==> src/core/nvsc_pkg.sv <==
package nvsc_pkg;
	// ******************************************************************
	// Array geometry and sequence addresses.
	// ******************************************************************
	localparam int ADDR_W = 15;
	localparam int DATA_W = 8;
	localparam int SEQ_CMP_W = 14;
	localparam int SEQ_LEN = 6;
	localparam logic [14:0] SEQ_A1 = 15'h0e38;
	localparam logic [14:0] SEQ_A2 = 15'h31c7;
	localparam logic [14:0] SEQ_A3 = 15'h03e0;
	localparam logic [14:0] SEQ_A4 = 15'h3c1f;
	localparam logic [14:0] SEQ_A5 = 15'h303f;
	localparam logic [14:0] SEQ_STORE = 15'h0fc0;
	localparam logic [14:0] SEQ_RECALL = 15'h0c63;
	localparam logic [14:0] SEQ_AS_OFF = 15'h03f8;
	localparam logic [14:0] SEQ_AS_ON = 15'h07f0;

	// ******************************************************************
	// Command codes on the user side.
	// ******************************************************************
	localparam logic [2:0] CMD_READ = 3'h0;
	localparam logic [2:0] CMD_WRITE = 3'h1;
	localparam logic [2:0] CMD_STORE = 3'h2;
	localparam logic [2:0] CMD_RECALL = 3'h3;
	localparam logic [2:0] CMD_AS_OFF = 3'h4;
	localparam logic [2:0] CMD_AS_ON = 3'h5;
	localparam logic [2:0] CMD_HW_STORE = 3'h6;

	// ******************************************************************
	// Timing at a 25 ns clock.
	// ******************************************************************
	localparam int CLK_NS = 25;
	localparam int CYC_NS = 50;
	localparam int CYC_CLKS = (CYC_NS + CLK_NS - 1) / CLK_NS;
	localparam int DELAY_US = 70;
	localparam int DELAY_CLKS = (DELAY_US * 1000 + CLK_NS - 1) / CLK_NS;
	localparam int STORE_US = 15000;
	localparam int STORE_CLKS = (STORE_US * 1000 + CLK_NS - 1) / CLK_NS;
	localparam int CNT_W = 20;

	typedef enum logic [5:0] {
		NVSC_IDLE = 6'h01,
		NVSC_SETUP = 6'h02,
		NVSC_STROBE = 6'h04,
		NVSC_RELEASE = 6'h08,
		NVSC_HSB_LOW = 6'h10,
		NVSC_BUSY = 6'h20
	} nvsc_state_e;
endpackage

==> src/core/nvsc_host.sv <==
`timescale 1ns/1ps
// Notes on behaviour
// - Gate held high during writes.
// - Store sequence: five leaders then 0x0FC0.
// - Recall sequence: five leaders then 0x0C63.
// - Sequence cycles are reads, strobe high.
module nvsc_host #(
	parameter int STORE_CYCLES = nvsc_pkg::STORE_CLKS,
	parameter int DELAY_CYCLES = nvsc_pkg::DELAY_CLKS,
	parameter int STROBE_CYCLES = nvsc_pkg::CYC_CLKS
) (
	input wire logic clock_in,
	input wire logic rst_in,
	input wire logic cmd_valid_in,
	input wire logic [2:0] cmd_code_in,
	input wire logic [nvsc_pkg::ADDR_W-1:0] cmd_addr_in,
	input wire logic [nvsc_pkg::DATA_W-1:0] cmd_wdata_in,
	output logic cmd_ready_out,
	output logic rsp_valid_out,
	output logic [nvsc_pkg::DATA_W-1:0] rsp_rdata_out,
	output logic [nvsc_pkg::ADDR_W-1:0] address_bus_out,
	output logic [nvsc_pkg::DATA_W-1:0] data_bus_out,
	output logic data_bus_oe_out,
	input wire logic [nvsc_pkg::DATA_W-1:0] data_bus_in,
	output logic chip_select_n_out,
	output logic write_strobe_n_out,
	output logic output_gate_n_out,
	output logic store_busy_n_out,
	output logic store_busy_oe_out,
	input wire logic store_busy_n_in
);
	// ******************************************************************
	// Pin synchronisers.
	// ******************************************************************
	logic busy_meta;
	logic busy_sync;
	logic [nvsc_pkg::DATA_W-1:0] data_meta;
	logic [nvsc_pkg::DATA_W-1:0] data_sync;

	// Both pins come from the device's asynchronous logic, so two flops each.
	always_ff @(posedge clock_in) begin
		if (rst_in) begin
			busy_meta <= 1'b1;
			busy_sync <= 1'b1;
			data_meta <= '0;
			data_sync <= '0;
		end else begin
			busy_meta <= store_busy_n_in;
			busy_sync <= busy_meta;
			data_meta <= data_bus_in;
			data_sync <= data_meta;
		end
	end

	// ******************************************************************
	// Cycle sequencer.
	// ******************************************************************
	nvsc_pkg::nvsc_state_e state;
	nvsc_pkg::nvsc_state_e next_state;
	logic [nvsc_pkg::CNT_W-1:0] cnt;
	logic [nvsc_pkg::CNT_W-1:0] next_cnt;
	logic [2:0] step;
	logic [2:0] next_step;
	logic [2:0] code;
	logic [2:0] next_code;
	logic [nvsc_pkg::ADDR_W-1:0] addr;
	logic [nvsc_pkg::ADDR_W-1:0] next_addr;
	logic [nvsc_pkg::DATA_W-1:0] wdata;
	logic [nvsc_pkg::DATA_W-1:0] next_wdata;
	logic [nvsc_pkg::DATA_W-1:0] rdata;
	logic [nvsc_pkg::DATA_W-1:0] next_rdata;
	logic next_rsp;
	logic is_seq;
	logic is_write;
	logic [nvsc_pkg::ADDR_W-1:0] seq_addr;

	assign is_seq = (code == nvsc_pkg::CMD_STORE) || (code == nvsc_pkg::CMD_RECALL) ||
		(code == nvsc_pkg::CMD_AS_OFF) || (code == nvsc_pkg::CMD_AS_ON);
	assign is_write = (code == nvsc_pkg::CMD_WRITE);

	// Address of the current sequence step; the top bit is kept low since the device ignores it.
	always_comb begin
		unique case (step)
			3'h0: seq_addr = nvsc_pkg::SEQ_A1;
			3'h1: seq_addr = nvsc_pkg::SEQ_A2;
			3'h2: seq_addr = nvsc_pkg::SEQ_A3;
			3'h3: seq_addr = nvsc_pkg::SEQ_A4;
			3'h4: seq_addr = nvsc_pkg::SEQ_A5;
			default: begin
				if (code == nvsc_pkg::CMD_STORE) begin
					seq_addr = nvsc_pkg::SEQ_STORE;
				end else if (code == nvsc_pkg::CMD_RECALL) begin
					seq_addr = nvsc_pkg::SEQ_RECALL;
				end else if (code == nvsc_pkg::CMD_AS_OFF) begin
					seq_addr = nvsc_pkg::SEQ_AS_OFF;
				end else begin
					seq_addr = nvsc_pkg::SEQ_AS_ON;
				end
			end
		endcase
	end

	// Next-state logic: one strobed cycle per access, six for a sequence.
	always_comb begin
		next_state = state;
		next_cnt = cnt;
		next_step = step;
		next_code = code;
		next_addr = addr;
		next_wdata = wdata;
		next_rdata = rdata;
		next_rsp = 1'b0;
		unique case (state)
			nvsc_pkg::NVSC_IDLE: begin
				// New work waits while busy is low: no access may be started then.
				if (cmd_valid_in && busy_sync) begin
					next_code = cmd_code_in;
					next_addr = cmd_addr_in;
					next_wdata = cmd_wdata_in;
					next_step = 3'h0;
					next_cnt = '0;
					if (cmd_code_in == nvsc_pkg::CMD_HW_STORE) begin
						next_state = nvsc_pkg::NVSC_HSB_LOW;
					end else begin
						next_state = nvsc_pkg::NVSC_SETUP;
					end
				end
			end
			nvsc_pkg::NVSC_SETUP: begin
				// Address settles one cycle before select falls only for reads and writes after a non-sequence command.
				if (is_seq) begin
					next_addr = seq_addr;
				end
				next_cnt = '0;
				next_state = nvsc_pkg::NVSC_STROBE;
			end
			nvsc_pkg::NVSC_STROBE: begin
				next_cnt = cnt + 1'b1;
				if (cnt == nvsc_pkg::CNT_W'(STROBE_CYCLES)) begin
					next_rdata = data_sync;
					next_state = nvsc_pkg::NVSC_RELEASE;
				end
			end
			nvsc_pkg::NVSC_RELEASE: begin
				next_cnt = '0;
				if (is_seq && step != 3'(nvsc_pkg::SEQ_LEN - 1)) begin
					next_step = step + 1'b1;
					next_state = nvsc_pkg::NVSC_SETUP;
				end else if (code == nvsc_pkg::CMD_STORE || code == nvsc_pkg::CMD_RECALL) begin
					next_state = nvsc_pkg::NVSC_BUSY;
				end else begin
					next_rsp = 1'b1;
					next_state = nvsc_pkg::NVSC_IDLE;
				end
			end
			nvsc_pkg::NVSC_HSB_LOW: begin
				// Hold the request for the settle window, then let the device own the pin.
				next_cnt = cnt + 1'b1;
				if (cnt == nvsc_pkg::CNT_W'(DELAY_CYCLES)) begin
					next_cnt = '0;
					next_state = nvsc_pkg::NVSC_BUSY;
				end
			end
			nvsc_pkg::NVSC_BUSY: begin
				// A skipped store shows busy high after the window; a recall never shows busy, so it waits in full.
				next_cnt = cnt + 1'b1;
				if (cnt == nvsc_pkg::CNT_W'(STORE_CYCLES) || (code != nvsc_pkg::CMD_RECALL && busy_sync &&
					cnt > nvsc_pkg::CNT_W'(DELAY_CYCLES))) begin
					next_rsp = 1'b1;
					next_state = nvsc_pkg::NVSC_IDLE;
				end
			end
		endcase
	end

	always_ff @(posedge clock_in) begin
		if (rst_in) begin
			state <= nvsc_pkg::NVSC_IDLE;
			cnt <= '0;
			step <= 3'h0;
			code <= nvsc_pkg::CMD_READ;
			addr <= '0;
			wdata <= '0;
			rdata <= '0;
		end else begin
			state <= next_state;
			cnt <= next_cnt;
			step <= next_step;
			code <= next_code;
			addr <= next_addr;
			wdata <= next_wdata;
			rdata <= next_rdata;
		end
	end

	// ******************************************************************
	// Pin drivers, all registered.
	// ******************************************************************
	logic [nvsc_pkg::CNT_W-1:0] hsb_run;
	// Select is released between every cycle so each read gives a fresh falling edge.
	always_ff @(posedge clock_in) begin
		if (rst_in) begin
			address_bus_out <= '0;
			data_bus_out <= '0;
			data_bus_oe_out <= 1'b0;
			chip_select_n_out <= 1'b1;
			write_strobe_n_out <= 1'b1;
			output_gate_n_out <= 1'b1;
			store_busy_n_out <= 1'b0;
			store_busy_oe_out <= 1'b0;
			cmd_ready_out <= 1'b0;
			rsp_valid_out <= 1'b0;
			rsp_rdata_out <= '0;
			hsb_run <= '0;
		end else begin
			address_bus_out <= (next_state == nvsc_pkg::NVSC_SETUP && is_seq) ? seq_addr : next_addr;
			data_bus_out <= next_wdata;
			data_bus_oe_out <= (next_state == nvsc_pkg::NVSC_STROBE) && is_write;
			chip_select_n_out <= !(next_state == nvsc_pkg::NVSC_STROBE);
			write_strobe_n_out <= !((next_state == nvsc_pkg::NVSC_STROBE) && is_write);
			output_gate_n_out <= !((next_state == nvsc_pkg::NVSC_STROBE) && !is_write);
			store_busy_n_out <= 1'b0;
			store_busy_oe_out <= (next_state == nvsc_pkg::NVSC_HSB_LOW);
			cmd_ready_out <= (next_state == nvsc_pkg::NVSC_IDLE) && busy_meta && busy_sync;
			rsp_valid_out <= next_rsp;
			rsp_rdata_out <= next_rdata;
			hsb_run <= store_busy_oe_out ? hsb_run + 1'b1 : '0; // Length of our pull, checked below.
		end
	end

	// ******************************************************************
	// Checks.
	// ******************************************************************
	property p_gate_write_excl;
		@(posedge clock_in) disable iff (rst_in) !write_strobe_n_out |-> output_gate_n_out;
	endproperty
	a_gate_write_excl: assert property (p_gate_write_excl) else $error("gate low during write");

	property p_seq_no_write;
		@(posedge clock_in) disable iff (rst_in) (is_seq && !chip_select_n_out) |-> write_strobe_n_out;
	endproperty
	a_seq_no_write: assert property (p_seq_no_write) else $error("write in mode sequence");

	property p_top_bit_low;
		@(posedge clock_in) disable iff (rst_in) (is_seq && !chip_select_n_out) |-> !address_bus_out[14];
	endproperty
	a_top_bit_low: assert property (p_top_bit_low) else $error("sequence top bit set");

	property p_no_access_busy;
		@(posedge clock_in) disable iff (rst_in) (state == nvsc_pkg::NVSC_BUSY) |-> chip_select_n_out;
	endproperty
	a_no_access_busy: assert property (p_no_access_busy) else $error("access during store");

	property p_select_pulse;
		@(posedge clock_in) disable iff (rst_in) $fell(chip_select_n_out) |-> !chip_select_n_out[*2] ##1 1'b1;
	endproperty
	a_select_pulse: assert property (p_select_pulse) else $error("select pulse too short");

	property p_hsb_release;
		@(posedge clock_in) disable iff (rst_in) store_busy_oe_out |-> (hsb_run <= nvsc_pkg::CNT_W'(DELAY_CYCLES));
	endproperty
	a_hsb_release: assert property (p_hsb_release) else $error("busy request held too long");

	property p_write_data_driven;
		@(posedge clock_in) disable iff (rst_in) !write_strobe_n_out |-> data_bus_oe_out && !chip_select_n_out;
	endproperty
	a_write_data_driven: assert property (p_write_data_driven) else $error("write without data");

	property p_read_gate;
		@(posedge clock_in) disable iff (rst_in) !output_gate_n_out |-> !chip_select_n_out && !data_bus_oe_out;
	endproperty
	a_read_gate: assert property (p_read_gate) else $error("gate without select");

	c_write: cover property (@(posedge clock_in) disable iff (rst_in) $rose(write_strobe_n_out));
	c_seq_done: cover property (@(posedge clock_in) disable iff (rst_in)
		state == nvsc_pkg::NVSC_RELEASE && step == 3'h5);
	c_hw_store: cover property (@(posedge clock_in) disable iff (rst_in) $fell(store_busy_oe_out));
endmodule

==> config.mk <==
export PLATFORM = sky130hd
export DESIGN_NAME = nvsc_host
export DESIGN_NICKNAME = d
export VERILOG_FILES = /design/src/core/nvsc_pkg.sv /design/src/core/nvsc_host.sv
export SDC_FILE = /design/constraint.sdc
export NUM_CORES = 1
export LEC_CHECK = 0
export BUFFER_PORTS_ARGS = -buffer_cell sky130_fd_sc_hd__buf_4
export CAP_MARGIN = 20
export CORE_MARGIN = 4
export CORE_UTILIZATION = 40
export DETAILED_ROUTE_END_ITERATION = 10
export HOLD_SLACK_MARGIN = 0.03
export PLACE_DENSITY_LB_ADDON = 0.25
export SLEW_MARGIN = 20
export SYNTH_ARGS = -nofsm -noshare
export SYNTH_HDL_FRONTEND = slang
export SYNTH_SLANG_ARGS = --single-unit
==> constraint.sdc <==
create_clock -name clock_in -period 2.4 [get_ports clock_in]
set_input_delay 0.24 -clock clock_in [delete_from_list [all_inputs] [get_ports clock_in]]
set_output_delay 0.24 -clock clock_in [all_outputs]
set_load 0.005 [all_outputs]
Word level (Yosys, flattened, before mapping)
Cells that the tools add are included.
{"block": "classes", "add_sub_neg": 2, "order_cmp": 1, "n_eq_ne": 27, "mux": 26, "reduce_logical": 24}
{"cell": "case mux 20 bit (4 select lines)", "n": 1}
{"cell": "case mux 14 bit (5 select lines)", "n": 1}
{"cell": "2-to-1 mux 15 bit", "n": 3}
{"cell": "2-to-1 mux 20 bit", "n": 2}
{"cell": "2-to-1 mux 6 bit", "n": 6}
{"cell": "case mux 6 bit (6 select lines)", "n": 1}
{"cell": "case mux 15 bit (2 select lines)", "n": 1}
{"cell": "2-to-1 mux 12 bit", "n": 2}
{"cell": "adder 20 x 1 -> 20 bit, second input constant", "n": 1}
{"cell": "== test 20 x 12 -> 1 bit, second input constant", "n": 1}
{"cell": "== test 20 x 2 -> 1 bit, second input constant", "n": 1}
{"cell": "== test 20 bit, second input constant", "n": 1}
{"cell": "> comparator 20 x 12 -> 1 bit, second input constant", "n": 1}
{"cell": "== test 3 x 2 -> 1 bit, second input constant", "n": 4}
{"cell": "== test 3 bit, second input constant", "n": 4}
{"cell": "== test 6 x 1 -> 1 bit, second input constant", "n": 2}
{"cell": "== test 6 x 2 -> 1 bit, second input constant", "n": 2}
{"cell": "== test 6 x 3 -> 1 bit, second input constant", "n": 2}
{"cell": "== test 6 x 5 -> 1 bit, second input constant", "n": 2}
{"cell": "2-to-1 mux 11 bit", "n": 1}
{"cell": "logical AND 1 bit", "n": 9}
{"cell": "== test 3 x 1 -> 1 bit, second input constant", "n": 2}
{"cell": "== test 6 x 4 -> 1 bit, second input constant", "n": 1}
{"cell": "== test 6 bit, second input constant", "n": 1}
{"cell": "other kinds (16)", "n": 28}
{"block": "word_totals", "ff_bits": 103, "input_bits": 38, "elab_cells": 99}

Logic depth before layout (Yosys ltp)
{"block": "logic_depth", "depth_word": 10, "depth_mapped": 11, "depth_no_buf": 9}

Worst setup path before layout
Ideal clock, no wire load.
{"block": "synth_path", "path_kind": "reg2reg", "startpoint": "register cnt[0] in the netlist's numbering", "endpoint": "register address_bus_out[10] in the netlist's numbering", "arrival_ns": 2.305, "setup_slack_ns": -0.026, "path_stages_with_launch": 10, "n_path_buf": 1, "cell_sequence": "dfxtp_1 > inv_1 > ha_1 > or3b_1 > nor4_2 > o31a_1 > nand3_1 > nor3_4 > buf_6 > mux2_2"}
{"block": "synth_via", "elab_chain_len": 8, "word_cells_on_any_way": 13}
{"element": "start, declared", "line": "nvsc_host.sv:60", "rtl": "logic [nvsc_pkg::CNT_W-1:0] cnt;"}
{"element": "start signal, assigned", "line": "nvsc_host.sv:187", "rtl": "cnt <= next_cnt;"}
{"element": "> comparator 20 x 12 -> 1 bit", "line": "nvsc_host.sv:168", "rtl": "cnt > nvsc_pkg::CNT_W'(DELAY_CYCLES))) begin"}
{"element": "logical AND 1 bit", "line": "nvsc_host.sv:167", "rtl": "if (cnt == nvsc_pkg::CNT_W'(STORE_CYCLES) || (code != nvsc_pkg::CMD_RECALL && busy_sync &&"}
{"element": "logical OR 1 bit", "line": "nvsc_host.sv:167"}
{"element": "2-to-1 mux 6 bit", "line": "nvsc_host.sv:167"}
{"element": "case mux 6 bit (6 select lines) (*)", "line": "nvsc_host.sv:113", "rtl": "unique case (state)"}
{"element": "== test 6 x 2 -> 1 bit (*)", "line": "nvsc_host.sv:216", "rtl": "address_bus_out <= (next_state == nvsc_pkg::NVSC_SETUP && is_seq) ? seq_addr : next_addr;"}
{"element": "logical AND 1 bit (*)", "line": "nvsc_host.sv:216"}
{"element": "2-to-1 mux 15 bit (*)", "line": "nvsc_host.sv:216"}
{"element": "end signal, assigned", "line": "nvsc_host.sv:216"}
{"element": "end, declared", "line": "nvsc_host.sv:21", "rtl": "output logic [nvsc_pkg::ADDR_W-1:0] address_bus_out,"}
Every way passes the cells marked *; elsewhere a longest branch is shown, timed or not.
A chain may end at the register's enable or synchronous reset.

Final worst setup path
{"block": "layout_path", "startpoint": "register cnt[1] in the netlist's numbering", "endpoint": "register address_bus_out[10] in the netlist's numbering"}
Same word-level chain as after synthesis.

==> results.md <==
* Switching share of power at around a quarter
* Largest net degree at the start of global routing at 49
* Transition time at the pin with the least slew margin at 0.742 ns
* Most numerous cell types in the synthesized netlist: 103 x sky130_fd_sc_hd__dfxtp_1, 78 x sky130_fd_sc_hd__nor2_1, 45 x sky130_fd_sc_hd__nand2_1
* Total negative slack at 0 ns
* Cell Chain, Critical Path: inv_2, ha_4, or3b_4, nand4_1, a31oi_2, o31a_1, nand3_2, nor3_4, buf_12, mux2_2
* Clock period minus worst slack at 2.34 ns
* Setup skew after layout at 0.0108 ns
* TritonCTS Sinks at 103
* Post-synth net total at 529
* Power Total at 0.00326 W
* Yosys top cell by area: sky130_fd_sc_hd__dfxtp_1
* Global router's overall resource usage at 16.2%
* Logic pwr share at 12.3%
* Post-synthesis area per instance at 9.08 um2
* Share of power burned in the clock network at 32.2%
* Number of iterations in the first detailed-routing pass at 4
* Kind of capture point of the worst setup path: flip-flop
* Cells after synthesis at 482
* Deepest level of the CTS H-tree at 3
* Initial standard-cell utilization of the core at 41.6%
* Post-placement cell count at between 700 and 800
* Floorplan die height at 113 um
* Worst slew margin at 50.4%
* Period Utilization, post-route at 97.6%
* Number of nets in the final layout at 645
* Synth Area in Simple Gates at 25.9%
* Post-synthesis xor/xnor area fraction at 3.80%
* Routed Wire Length at ~11000 um
* Final cell count without fillers at about 740
* Cell types with the largest area share after synthesis: sky130_fd_sc_hd__dfxtp_1 47%, sky130_fd_sc_hd__nor2_1 6.7%, sky130_fd_sc_hd__nand2_1 3.9%
* Proportion of synthesized area in mux cells at 5.66%
* Remaining global-route overflow at 0
* Number of buffers inserted by hold repair at cts at 0
* Seq pwr share at between 50 and 60%
* RSZ-0062 raised after global routing: true
* Worst path setup slack after routing at 0.0582 ns
* Run status: finished, final reports clean
* Number of antenna violations at the first check in global routing at 0
* Number of maximum-capacitance violations at 0
* Cell row count at 37
* Vias in the first global route at 3718
* Longest individual stage delay on the worst path at 0.36 ns
* CTS tree: yes
* Share of the synthesized area in the top cell type at 47.1%
* Post-synthesis adder-cell area fraction at 2.57%
* Worst Path Arrival at 2.60 ns
* Count of antenna diodes in the layout at 0
* Pre-CTS setup slack at -0.0586 ns
* Ratio of cells with drive above 1 in the final layout at about a third
* Via count of the routed design at around 3800
* Wire length of the first global-routing pass at 17200 um
* Final hold violation count at 0
* Distinct cell type count after synthesis at 64
* Wire per inst at around 14 um
* Maximum VDD drop at 0.000478 V
* Average vias per placed instance at 5.11
* Total clock buffers created by CTS at 9
* Leakage dissipation at about 2.3 nW
* Asr flop ratio synth at 0%
* Sequential share of the synthesized area at 47.1%
* Area delta synth->final at 31.2%
* Library cell contributing the largest single delay on the critical path: sky130_fd_sc_hd__dfxtp_2
* Most common cell in the netlist: sky130_fd_sc_hd__dfxtp_1
* RePlAce Congestion at 0.901
* Highest fanout seen on the critical path at 15
* Synth Register Bits at 103
* Fin. max-slew vios at 0
* Synthesized-area fraction occupied by ao, oa, aoi and oai cells at a little under an eighth
* Estimated wirelength of the detail-placed design at 7570 um
* CORE AREA at 10500 um2
* Fmax at 427 MHz
* Clock input transition at the sequential cells of the worst setup and hold paths at 0.10 ns
* Setup CP Type: flip-flop to flip-flop
* Cell at the root of the clock tree: sky130_fd_sc_hd__clkbuf_8
* Dominant combinational cell family by area after synthesis: simple AND/OR/NAND/NOR gates
* Final setup violating endpoints at 0
* DRC violations left at 0
* Worst Setup Start Kind: flip-flop
* PortBufs at 75
* Worst-skew pair later-pin latency at around 0.37 ns
* Cell area after layout at 5740 um2
* YS warnings at 0
* Count of boundary I/O pins at 77
* Number of DRC markers after the initial detailed-route iteration at 227
* Most used flip-flop cell after synthesis: sky130_fd_sc_hd__dfxtp_1
* Number of nets still failing antenna checks after routing at 0
* Die width at 113 um
* Post-synthesis instance area at about 4400 um2
* Path category of the worst min-delay check: input pin to flip-flop
* Sw Pwr at between 0.0008 and 0.0009 W
* Placed standard-cell area at 5370 um2
* CP required at 2.66 ns
* CTS Buffer Depth at 2
* Cell internal pwr at 0.00239 W
* Floorplan die area at 12700 um2
* Count of flip-flops with a built-in enable after synthesis at 0
* Total power density per cell area at roughly 570 nW/um2
## placed cells by master, fill, tap and decap left out, drive strengths merged, types with 7 or more instances in the layout
| cell type | count |
|---|---|
| nor3 | 11 |
| nor2b | 20 |
| nand2 | 45 |
| xor2 | 10 |
| nor2 | 79 |
| inv | 11 |
| nand4 | 13 |
| xnor2 | 9 |
| nand3 | 10 |
| mux2 | 14 |
| dfxtp | 103 |
| mux2i | 9 |
| clkbuf | 10 |
| a22oi | 9 |
| ha | 9 |
| a21oi | 29 |
| o21ai | 10 |
| buf | 129 |
| or2 | 7 |
## final timing paths
check / startpoint / to / slack (ns) / cells past startpoint
min: store_busy_n_in / busy_meta$_SDFF_PP1_ / 0.05 / 2
min reg2reg: data_meta[3]$_SDFF_PP0_ / data_sync[3]$_SDFF_PP0_ / 0.45 / 1
max: cnt[1]$_SDFFE_PP0P_ / address_bus_out[10]$_SDFF_PP0_ / 0.06 / 10
max reg2reg: cnt[1]$_SDFFE_PP0P_ / address_bus_out[10]$_SDFF_PP0_ / 0.06 / 10
## layer usage
layer / wire length [um] / share of wire, % / global-route usage, %
met4: 85 / 0.81 / 3.53
met2: 4810 / 46 / 24.8
met1: 4920 / 47 / 22.0
met3: 702 / 6.7 / 6.09
met5: 0 / 0 / 0
## cell families (layout without fill, tap and decap cells)
family | Yosys count | after routing
and+or+nand+nor | 218 | 218
DFF | 103 | 103
AOI/OAI and AO/OA | 77 | 77
buffers and inverters | 32 | 153
muxes | 23 | 23
xor gates and xnor gates | 19 | 19
adders and majority gates | 9 | 9
other | 1 | 1
## critical path: cells and delay by family (launching register included)
kind,cells,cell delay [ns]
buffers and inverters,2,0.23
multiplexers,1,0.34
AND/OR/NAND/NOR,4,0.65
adder cells (fa/ha/maj),1,0.15
flip-flops,1,0.36
AO/OA/AOI/OAI,2,0.49
## area by class of cell
cell class / instances / area [um2]
clock buffers: 10 / 128
clock inverters: 6 / 63.8
inverters: 8 / 30.0
fillers: 960 / 4770
multi-input cells: 347 / 2280
flip-flops and latches: 103 / 2070
repair buffers: 129 / 988
well taps: 136 / 170
## power by group through the flow
stage               Combinational, W  Sequential (W)  Clock (W)
floorplan                   0.000202         0.00185          0
finish                      0.000401         0.00181    0.00105
global placement            0.000373         0.00184          0
global route                0.000443         0.00182    0.00116
detailed placement          0.000380         0.00185          0
CTS                         0.000384         0.00181    0.00109
## timing repair
| action | 4_1_cts | 5_1_grt |
|---|---|---|
| cloned | 0 | 0 |
| pin swaps | 2 | 6 |
| gates resized for setup | 2 | 34 |
| setup endpoints to repair | 14 | 17 |
| buffers inserted | 1 | 4 |
## registers in the layout, summed over array words and instances (netlist names)
name	count
cnt	20
addr	15
address_bus_out	15
data_bus_out	8
data_meta	8
data_sync	8
rsp_rdata_out	8
state	6
code	3
step	3
busy_meta	1
busy_sync	1
chip_select_n_out	1
cmd_ready_out	1
data_bus_oe_out	1
output_gate_n_out	1
rsp_valid_out	1
store_busy_oe_out	1
write_strobe_n_out	1
## stage by stage
step                      util [%]  hold WS [ns]
after CTS                     53.1        0.0406
after global placement        51.1         0.418
after detailed placement      51.1         0.428
final                         54.6        0.0528
after floorplan                  -         0.344
after global routing          54.6        0.0394
Note: power is estimated with default switching activity, not from simulation.
